### src/logic/dcc_pkg.sv
// Register map, field positions and reset values of the comparator block
`default_nettype none
package dcc_pkg;
  localparam logic [11:0] DCC_ADDR_CTRL0  = 12'h000;
  localparam logic [11:0] DCC_ADDR_MUX0   = 12'h004;
  localparam logic [11:0] DCC_ADDR_MODE0  = 12'h008;
  localparam logic [11:0] DCC_ADDR_CTRL1  = 12'h010;
  localparam logic [11:0] DCC_ADDR_MUX1   = 12'h014;
  localparam logic [11:0] DCC_ADDR_MODE1  = 12'h018;
  localparam logic [11:0] DCC_ADDR_RSTSRC = 12'h020;
  localparam logic [11:0] DCC_CMP_STRIDE  = 12'h010;
  // Control register fields
  localparam int DCC_CTL_ON     = 7;
  localparam int DCC_CTL_RESULT = 6;
  localparam int DCC_CTL_RISE   = 5;
  localparam int DCC_CTL_FALL   = 4;
  localparam int DCC_CTL_HYP_LO = 2;
  localparam int DCC_CTL_HYN_LO = 0;
  // Mode register fields
  localparam int DCC_MD_RIE     = 5;
  localparam int DCC_MD_FIE     = 4;
  localparam int DCC_MD_RESP_LO = 0;
  // Mux register fields
  localparam int DCC_MX_NEG_LO  = 4;
  localparam int DCC_MX_POS_LO  = 0;
  // Reset values
  localparam logic [7:0] DCC_CTRL_RST = 8'h00;
  localparam logic [7:0] DCC_MUX_RST  = 8'hFF;
  localparam logic [1:0] DCC_RESP_RST = 2'h2;
  localparam logic [1:0] DCC_FIELD_RST = 2'h3;
  // Hysteresis codes: off, 5 mV, 10 mV, 20 mV
  typedef enum logic [1:0] {
    DCC_HYS_OFF  = 2'b00,
    DCC_HYS_5MV  = 2'b01,
    DCC_HYS_10MV = 2'b10,
    DCC_HYS_20MV = 2'b11
  } dcc_hys_t;
endpackage : dcc_pkg
`default_nettype wire

### src/logic/dcc_top.sv
// Two-comparator control, status and edge-flag logic behind an APB slave
//
// The APB interface to the registers and the register offsets are this design's own decisions.
`default_nettype none
module dcc_top
  import dcc_pkg::*;
(
  // APB
  input  wire logic        pclk,
  input  wire logic        presetn,
  input  wire logic        psel,
  input  wire logic        penable,
  input  wire logic        pwrite,
  input  wire logic [11:0] paddr,
  input  wire logic [31:0] pwdata,
  output logic             pready,
  output logic      [31:0] prdata,
  output logic             pslverr,
  // Analog comparator cores
  input  wire logic        cmp_zero_core_out,
  input  wire logic        cmp_one_core_out,
  output logic             cmp_zero_on,
  output logic             cmp_one_on,
  output logic       [1:0] cmp_zero_pos_select,
  output logic       [1:0] cmp_zero_neg_select,
  output logic       [1:0] cmp_one_pos_select,
  output logic       [1:0] cmp_one_neg_select,
  output logic       [1:0] cmp_zero_pos_hysteresis,
  output logic       [1:0] cmp_zero_neg_hysteresis,
  output logic       [1:0] cmp_one_pos_hysteresis,
  output logic       [1:0] cmp_one_neg_hysteresis,
  output logic       [1:0] cmp_zero_response_select,
  output logic       [1:0] cmp_one_response_select,
  // Toward crossbar, reset and interrupt logic
  output logic             cmp_zero_latched_out,
  output logic             cmp_one_latched_out,
  output logic             cmp_zero_raw_out,
  output logic             cmp_one_raw_out,
  output logic             cmp_zero_reset_req,
  output logic             cmp_zero_irq,
  output logic             cmp_one_irq
);

  logic [1:0] on_q, rise_q, fall_q, rie_q, fie_q, rst_en_q;
  logic [1:0] hyp_q [2];
  logic [1:0] hyn_q [2];
  logic [1:0] pos_q [2];
  logic [1:0] neg_q [2];
  logic [1:0] resp_q [2];
  logic [1:0] sync1_q, sync2_q, prev_q;
  logic [1:0] core;
  logic       acc, wr;

  assign core = {cmp_one_core_out, cmp_zero_core_out};
  assign acc = psel && penable;
  assign wr  = acc && pwrite;
  assign pready  = 1'b1;
  assign pslverr = 1'b0;

  function automatic logic hit(input logic [11:0] a, input logic [11:0] base,
                               input int i);
    return a == base + 12'(i) * DCC_CMP_STRIDE;
  endfunction : hit

  // Configuration registers
  always_ff @(posedge pclk or negedge presetn) begin
    if (!presetn) begin
      on_q <= 2'h0;
      rie_q <= 2'h0;
      fie_q <= 2'h0;
      rst_en_q <= 2'h0;
      for (int i = 0; i < 2; i++) begin
        hyp_q[i]  <= DCC_HYS_OFF;
        hyn_q[i]  <= DCC_HYS_OFF;
        pos_q[i]  <= DCC_FIELD_RST;
        neg_q[i]  <= DCC_FIELD_RST;
        resp_q[i] <= DCC_RESP_RST;
      end
    end else if (wr) begin
      if (paddr == DCC_ADDR_RSTSRC) begin
        rst_en_q <= pwdata[1:0];
      end
      for (int i = 0; i < 2; i++) begin
        if (hit(paddr, DCC_ADDR_CTRL0, i)) begin
          on_q[i]  <= pwdata[DCC_CTL_ON];
          hyp_q[i] <= pwdata[DCC_CTL_HYP_LO +: 2];
          hyn_q[i] <= pwdata[DCC_CTL_HYN_LO +: 2];
        end
        if (hit(paddr, DCC_ADDR_MUX0, i)) begin
          pos_q[i] <= pwdata[DCC_MX_POS_LO +: 2];
          neg_q[i] <= pwdata[DCC_MX_NEG_LO +: 2];
        end
        if (hit(paddr, DCC_ADDR_MODE0, i)) begin
          rie_q[i]  <= pwdata[DCC_MD_RIE];
          fie_q[i]  <= pwdata[DCC_MD_FIE];
          resp_q[i] <= pwdata[DCC_MD_RESP_LO +: 2];
        end
      end
    end
  end

  // Two-stage synchroniser; prev holds last seen synchronised level
  always_ff @(posedge pclk or negedge presetn) begin
    if (!presetn) begin
      sync1_q <= 2'h0;
      sync2_q <= 2'h0;
      prev_q  <= 2'h0;
    end else begin
      sync1_q <= core & on_q;
      sync2_q <= sync1_q;
      prev_q  <= sync2_q;
    end
  end

  // Sticky edge flags; a detected edge beats a software clear
  always_ff @(posedge pclk or negedge presetn) begin
    if (!presetn) begin
      rise_q <= 2'h0;
      fall_q <= 2'h0;
    end else begin
      for (int i = 0; i < 2; i++) begin
        if (sync2_q[i] && !prev_q[i]) begin
          rise_q[i] <= 1'b1;
        end else if (wr && hit(paddr, DCC_ADDR_CTRL0, i)) begin
          rise_q[i] <= pwdata[DCC_CTL_RISE];
        end
        if (!sync2_q[i] && prev_q[i]) begin
          fall_q[i] <= 1'b1;
        end else if (wr && hit(paddr, DCC_ADDR_CTRL0, i)) begin
          fall_q[i] <= pwdata[DCC_CTL_FALL];
        end
      end
    end
  end

  // Read data is registered so the data output comes from flip-flops
  always_ff @(posedge pclk or negedge presetn) begin
    if (!presetn) begin
      prdata <= 32'h0;
    end else if (psel && !penable && !pwrite) begin
      prdata <= 32'h0;
      if (paddr == DCC_ADDR_RSTSRC) begin
        prdata <= {30'h0, rst_en_q};
      end
      for (int i = 0; i < 2; i++) begin
        if (hit(paddr, DCC_ADDR_CTRL0, i)) begin
          prdata <= {24'h0, on_q[i], sync2_q[i], rise_q[i], fall_q[i],
                     hyp_q[i], hyn_q[i]};
        end
        if (hit(paddr, DCC_ADDR_MUX0, i)) begin
          prdata <= {24'h0, DCC_FIELD_RST, neg_q[i],
                     DCC_FIELD_RST, pos_q[i]};
        end
        if (hit(paddr, DCC_ADDR_MODE0, i)) begin
          prdata <= {24'h0, 2'h0, rie_q[i], fie_q[i], 2'h0, resp_q[i]};
        end
      end
    end
  end

  // Raw path has no flop so it keeps working with the clock stopped
  assign cmp_zero_raw_out = cmp_zero_core_out & on_q[0];
  assign cmp_one_raw_out  = cmp_one_core_out & on_q[1];
  assign cmp_zero_latched_out = sync2_q[0] & on_q[0];
  assign cmp_one_latched_out  = sync2_q[1] & on_q[1];
  assign cmp_zero_reset_req = rst_en_q[0] & on_q[0] & sync2_q[0];
  assign cmp_zero_irq = (rise_q[0] & rie_q[0])
                      | (fall_q[0] & fie_q[0]);
  assign cmp_one_irq  = (rise_q[1] & rie_q[1])
                      | (fall_q[1] & fie_q[1]);

  assign cmp_zero_on = on_q[0];
  assign cmp_one_on  = on_q[1];
  assign cmp_zero_pos_select = pos_q[0];
  assign cmp_zero_neg_select = neg_q[0];
  assign cmp_one_pos_select  = pos_q[1];
  assign cmp_one_neg_select  = neg_q[1];
  assign cmp_zero_pos_hysteresis = hyp_q[0];
  assign cmp_zero_neg_hysteresis = hyn_q[0];
  assign cmp_one_pos_hysteresis  = hyp_q[1];
  assign cmp_one_neg_hysteresis  = hyn_q[1];
  assign cmp_zero_response_select = resp_q[0];
  assign cmp_one_response_select  = resp_q[1];

  a_rise_sets: assert property (
    @(posedge pclk) disable iff (!presetn)
    $rose(sync2_q[0]) |=> rise_q[0])
    else $error("rise flag missed");
  a_rise_sets_one: assert property (
    @(posedge pclk) disable iff (!presetn)
    $rose(sync2_q[1]) |=> rise_q[1])
    else $error("rise flag missed");
  a_fall_sets: assert property (
    @(posedge pclk) disable iff (!presetn)
    $fell(sync2_q[1]) |=> fall_q[1])
    else $error("fall flag missed");
  a_fall_sets_zero: assert property (
    @(posedge pclk) disable iff (!presetn)
    $fell(sync2_q[0]) |=> fall_q[0])
    else $error("fall flag missed");
  a_flag_sticky: assert property (
    @(posedge pclk) disable iff (!presetn)
    rise_q[0] && !wr |=> rise_q[0])
    else $error("flag dropped");
  a_fall_sticky: assert property (
    @(posedge pclk) disable iff (!presetn)
    fall_q[1] && !wr |=> fall_q[1])
    else $error("flag dropped");
  a_clear_by_write: assert property (
    @(posedge pclk) disable iff (!presetn)
    $fell(rise_q[1]) || $fell(fall_q[0]) |-> $past(wr))
    else $error("flag cleared without a write");
  a_set_wins: assert property (
    @(posedge pclk) disable iff (!presetn)
    $rose(sync2_q[1]) && wr |=> rise_q[1])
    else $error("clear won");
  a_irq_mask: assert property (
    @(posedge pclk) disable iff (!presetn)
    cmp_zero_irq |-> (rise_q[0] && rie_q[0]) || (fall_q[0] && fie_q[0]))
    else $error("irq without enabled flag");
  a_irq_rise: assert property (
    @(posedge pclk) disable iff (!presetn)
    rise_q[1] && rie_q[1] |-> cmp_one_irq)
    else $error("enabled rise flag without irq");
  a_irq_fall: assert property (
    @(posedge pclk) disable iff (!presetn)
    fall_q[1] && fie_q[1] |-> cmp_one_irq)
    else $error("enabled fall flag without irq");
  a_irq_quiet: assert property (
    @(posedge pclk) disable iff (!presetn)
    !rie_q[0] && !fie_q[0] |-> !cmp_zero_irq)
    else $error("masked irq raised");
  a_off_low: assert property (
    @(posedge pclk) disable iff (!presetn)
    !on_q[1] |-> !cmp_one_latched_out && !cmp_one_raw_out)
    else $error("disabled output high");
  a_off_low_zero: assert property (
    @(posedge pclk) disable iff (!presetn)
    !on_q[0] |-> !cmp_zero_latched_out && !cmp_zero_raw_out
    && !cmp_zero_reset_req)
    else $error("disabled output high");
  a_raw_follows: assert property (
    @(posedge pclk) disable iff (!presetn)
    cmp_zero_raw_out == (cmp_zero_core_out && cmp_zero_on))
    else $error("raw output wrong");
  a_sync_delay: assert property (
    @(posedge pclk) disable iff (!presetn)
    on_q[0] && core[0] ##1 on_q[0] |=> sync2_q[0])
    else $error("sync latency wrong");
  a_latched_lag: assert property (
    @(posedge pclk) disable iff (!presetn)
    cmp_one_latched_out |-> $past(cmp_one_core_out, 2))
    else $error("latched output ahead of core");
  a_result_read: assert property (
    @(posedge pclk) disable iff (!presetn)
    psel && !penable && !pwrite && paddr == DCC_ADDR_CTRL1
    |=> prdata[DCC_CTL_RESULT] == $past(sync2_q[1]))
    else $error("result bit not current");
  a_reset_req: assert property (
    @(posedge pclk) disable iff (!presetn)
    cmp_zero_reset_req |-> rst_en_q[0] && cmp_zero_latched_out)
    else $error("reset request unqualified");
  a_reset_src: assert property (
    @(posedge pclk) disable iff (!presetn)
    rst_en_q[0] && cmp_zero_latched_out |-> cmp_zero_reset_req)
    else $error("reset request missing");
  a_on_written: assert property (
    @(posedge pclk) disable iff (!presetn)
    wr && paddr == DCC_ADDR_CTRL0
    |=> cmp_zero_on == $past(pwdata[DCC_CTL_ON]))
    else $error("enable not applied");
  a_hys_passed: assert property (
    @(posedge pclk) disable iff (!presetn)
    wr && paddr == DCC_ADDR_CTRL1
    |=> cmp_one_pos_hysteresis == $past(pwdata[DCC_CTL_HYP_LO +: 2])
    && cmp_one_neg_hysteresis == $past(pwdata[DCC_CTL_HYN_LO +: 2]))
    else $error("hysteresis not applied");
  a_resp_passed: assert property (
    @(posedge pclk) disable iff (!presetn)
    wr && paddr == DCC_ADDR_MODE0
    |=> cmp_zero_response_select == $past(pwdata[DCC_MD_RESP_LO +: 2]))
    else $error("response time not applied");
  a_sel_passed: assert property (
    @(posedge pclk) disable iff (!presetn)
    wr && paddr == DCC_ADDR_MUX1
    |=> cmp_one_pos_select == $past(pwdata[DCC_MX_POS_LO +: 2])
    && cmp_one_neg_select == $past(pwdata[DCC_MX_NEG_LO +: 2]))
    else $error("input select not applied");
  a_mux_unused: assert property (
    @(posedge pclk) disable iff (!presetn)
    psel && !penable && !pwrite && paddr == DCC_ADDR_MUX0
    |=> prdata[DCC_MX_NEG_LO + 2 +: 2] == DCC_FIELD_RST
    && prdata[DCC_MX_POS_LO + 2 +: 2] == DCC_FIELD_RST)
    else $error("unused mux bits not one");
  c_rise_irq: cover property (@(posedge pclk) cmp_zero_irq && rie_q[0]);
  c_fall_irq: cover property (@(posedge pclk) cmp_one_irq && fie_q[1]);
  c_reset_req: cover property (@(posedge pclk) cmp_zero_reset_req);
  c_fall_flag: cover property (@(posedge pclk) $rose(fall_q[0]));
  c_flag_clear: cover property (@(posedge pclk) $fell(rise_q[1]));
endmodule : dcc_top
`default_nettype wire

### config.mk
export PLATFORM = sky130hd
export DESIGN_NAME = dcc_top
export DESIGN_NICKNAME = d
export VERILOG_FILES = /design/src/logic/dcc_pkg.sv /design/src/logic/dcc_top.sv
export SDC_FILE = /design/constraint.sdc
export NUM_CORES = 1
export LEC_CHECK = 0
export ABC_AREA = 1
export CAP_MARGIN = 10
export CORE_MARGIN = 10
export CORE_UTILIZATION = 55
export CTS_CLUSTER_DIAMETER = 150
export CTS_CLUSTER_SIZE = 10
export DETAILED_ROUTE_END_ITERATION = 12
export DONT_BUFFER_PORTS = 1
export PLACE_DENSITY_LB_ADDON = 0.08
export SLEW_MARGIN = 10
export SYNTH_ARGS = -nofsm -noshare
export SYNTH_HDL_FRONTEND = slang
export SYNTH_SLANG_ARGS = --single-unit
### constraint.sdc
create_clock -name pclk -period 1.7 [get_ports pclk]
set_input_delay 0.17 -clock pclk [delete_from_list [all_inputs] [get_ports pclk]]
set_output_delay 0.17 -clock pclk [all_outputs]
set_load 0.005 [all_outputs]
==> results.yml <==
final_layout:
  stdcell_count: 367
  final_common_cell: "nand2_1"
  final_cell_mix: "nand2_1, dfrtp_1, inv_1, conb_1, o21ai_2"
  area_growth_pct: 4.57
  drive_gt1_share_pct: 21.0
  nets: 365
  fill_cells: 403
  n_antenna_cell: 0
  fin_util_pct: 60.8
yosys:
  synth-seq-area-share_pct: 44.7
  ys_ff_latch: 46
  synth_area_per_cell_um2: 8.42
  ys_types: 28
  synth_area_leader_cell: "dfrtp_1"
  syn_area_um2: 2600
  synth_top_area_share_pct: 34.6
  netlist_instances: 309
  yosys_warnings: 0
  synth_area_leaders: "dfrtp_1, nand2_1, dfstp_2, buf_4, o21ai_2"
grt:
  grt_pass1_vias: 1781
  grt_pass1_wl_um: 9230
  gr-total-overflow: 0
  antenna_found_initial: 0
  grt_max_degree: 47
  track_usage_pct: 15.4
drt:
  wl_per_cell_um: 16.4
  vias_per_cell: 5.14
  vias: 1886
  drc_errors: 0
  drtIter0Drc: 130
  firstDrtPassIters: 4
  detail-route-antenna-nets: 0
  wirelength_um: 6030
floorplanning:
  die_h_um: 88.8
  core-area_um2: 4470
  start_util_pct: 58.2
  die_area_um2: 7880
  die_w_um: 88.8
  num_rows: 24
  ios: 114
worst_setup_path:
  crit_path_max_incr_delay_ns: 0.47
  reg2reg_depth: 6
  regToRegSetupSlack_ns: 0.66
  critical_path_arrival_ns: 1.01
  r2r-end: "prdata[1]"
  worst_setup_path_end_kind: "output port"
  r2r_start: "cmp_zero_response_select[1]"
  critPathRequiredTime_ns: 1.53
  cp_cell_sequence: "nand2_1 -> nor2_1"
  critPathLaunchType: "flop"
  path_max_fanout: 5
  critPathSlowestCell: "dfrtp_1"
  path_class: "flop to output port"
clock_tree:
  cts_resized: 0
  numCtsBuffers: 5
  clk_latency_ns: 0.31
  clock_tree.buffer_depth: 2
  ctsHtreeMaxLevel: 2
  cts_sinks: 46
  cts_tree: "built"
  clk_pin_slew_ns: 0.08
  clock-root-buffer: "clkbuf_8"
outcome:
  outcome: "finished, final reports clean"
timing:
  fmax_mhz: 847
  min_period_over_period_pct: 69.4
  finClkSkew_ns: 0.00854
  setup_violations: 0
  rsz0062_at_grt: "false"
  hold_viol: 0
  fin_crit_ns: 1.18
  whs_ns: 0.00792
  drv_slew: 0
  finalSetupTns_ns: 0
place:
  place.gp.congestion: 0.854
  port_buffers: 0
  numPlacedInstances: 356
  dp.final_hpwl_um: 4680
pwr:
  leakage_nw: 1.42
  vdd_drop_max_uv: 534
  powerDensity_nw_per_um2: 816
  total_power_w: 0.00222
worst_hold_path:
  hp-start: "cmp_zero_core_out"
  holdPathStages: 2
  min_to: "sync1_q[0]"
  min_path_type: "primary input to flop"
job:
  drv_cap: 0
[critical path: cells and delay by family, from the launching register on]
kind          cells  cell delay [ns]
flops             1             0.47
simple gates      2             0.24
[cell type report]
| cell class | count | area, um^2 | share of cell area, % |
|---|---|---|---|
| Clock buffer | 6 | 82.6 | 3.03 |
| Clock inverter | 2 | 60.1 | 2.21 |
| Inverter | 35 | 131 | 4.83 |
| Multi-Input combinational cell | 221 | 1160 | 42.5 |
| Sequential cell | 46 | 1160 | 42.8 |
| Tap cell | 52 | 65.1 | 2.39 |
| Timing Repair Buffer | 5 | 62.6 | 2.30 |
[flip-flops by register name, summed over array words and instances, names as in the netlist]
register / count
cmp_zero_pos_hysteresis: 2
cmp_one_neg_select: 2
fall_q: 2
cmp_zero_pos_select: 2
cmp_zero_response_select: 2
prdata: 8
cmp_zero_neg_select: 2
prev_q: 2
cmp_one_response_select: 2
on_q: 2
rie_q: 2
cmp_zero_neg_hysteresis: 2
fie_q: 2
cmp_one_pos_select: 2
cmp_one_neg_hysteresis: 2
rst_en_q: 2
cmp_one_pos_hysteresis: 2
rise_q: 2
sync2_q: 2
sync1_q: 2
[how the worst max path moves through the flow]
stage,from,to,slack (ns),cells past startpoint
after detailed placement,paddr[9],rise_q[1],0.31,8
after floorplan,paddr[9],prdata[4],0.55,11
after global placement,paddr[9],rise_q[0],0.33,8
final,on_q[0],cmp_zero_reset_req,0.52,2
after global routing,on_q[0],cmp_zero_reset_req,0.39,2
after CTS,on_q[0],cmp_zero_reset_req,0.47,2
[cell usage after synthesis]
cell      number
nand3_1       15
nand2_4        4
buf_2          1
conb_1         2
o21ai_1        1
nand3b_1       1
inv_1         31
nor2_8         2
a22oi_1        2
o21ai_2       16
buf_6          3
or2_0          2
nor3_1         1
dfstp_2       10
inv_2          4
o211ai_1       2
nand2_1       84
nand2_2        8
a22o_1         2
a21oi_1       10
buf_4         27
nor2_2         5
nor2_4         6
nand4_1        4
dfrtp_1       36
o221ai_1       2
nor2_1        13
o21ai_0       15
[metrics by stage]
step           instance area [um^2]  setup slack (ns)
6_report                       2720             0.520
3_5_place_dp                   2530             0.305
2_1_floorplan                  2690             0.554
3_3_place_gp                   2530             0.329
4_1_cts                        2720             0.469
5_1_grt                        2720             0.391
[per-layer routing]
layer	vias to the layer above	part of all wire, %	global-route usage (%)	routed length (um)
li1	941	-	-	-
met1	870	41	17.7	2490
met2	68	48	26.3	2900
met3	7	9.5	5.61	574
met4	0	1.1	4.41	68
met5	-	0	0	0
[what timing repair did]
action,in CTS,in global routing
hold buffers,3,0
endpoints found under the hold margin,47,0
setup buffers,0,0
[report_power, final]
part           internal, W  total [W]  switching [W]
registers          0.00110    0.00110     0.00000191
logic            0.0000269   0.000120      0.0000928
clock network     0.000627    0.00100       0.000374
total              0.00175    0.00222       0.000469
[kinds of logic after synthesis]
family          Yosys count  share of synthesized area [%]
other cells               2                          0.289
compound gates           50                           12.9
flops                    46                           44.7
buf+inv                  66                           14.3
simple gates            145                           27.8
Note: power is estimated with default switching activity, not from simulation.
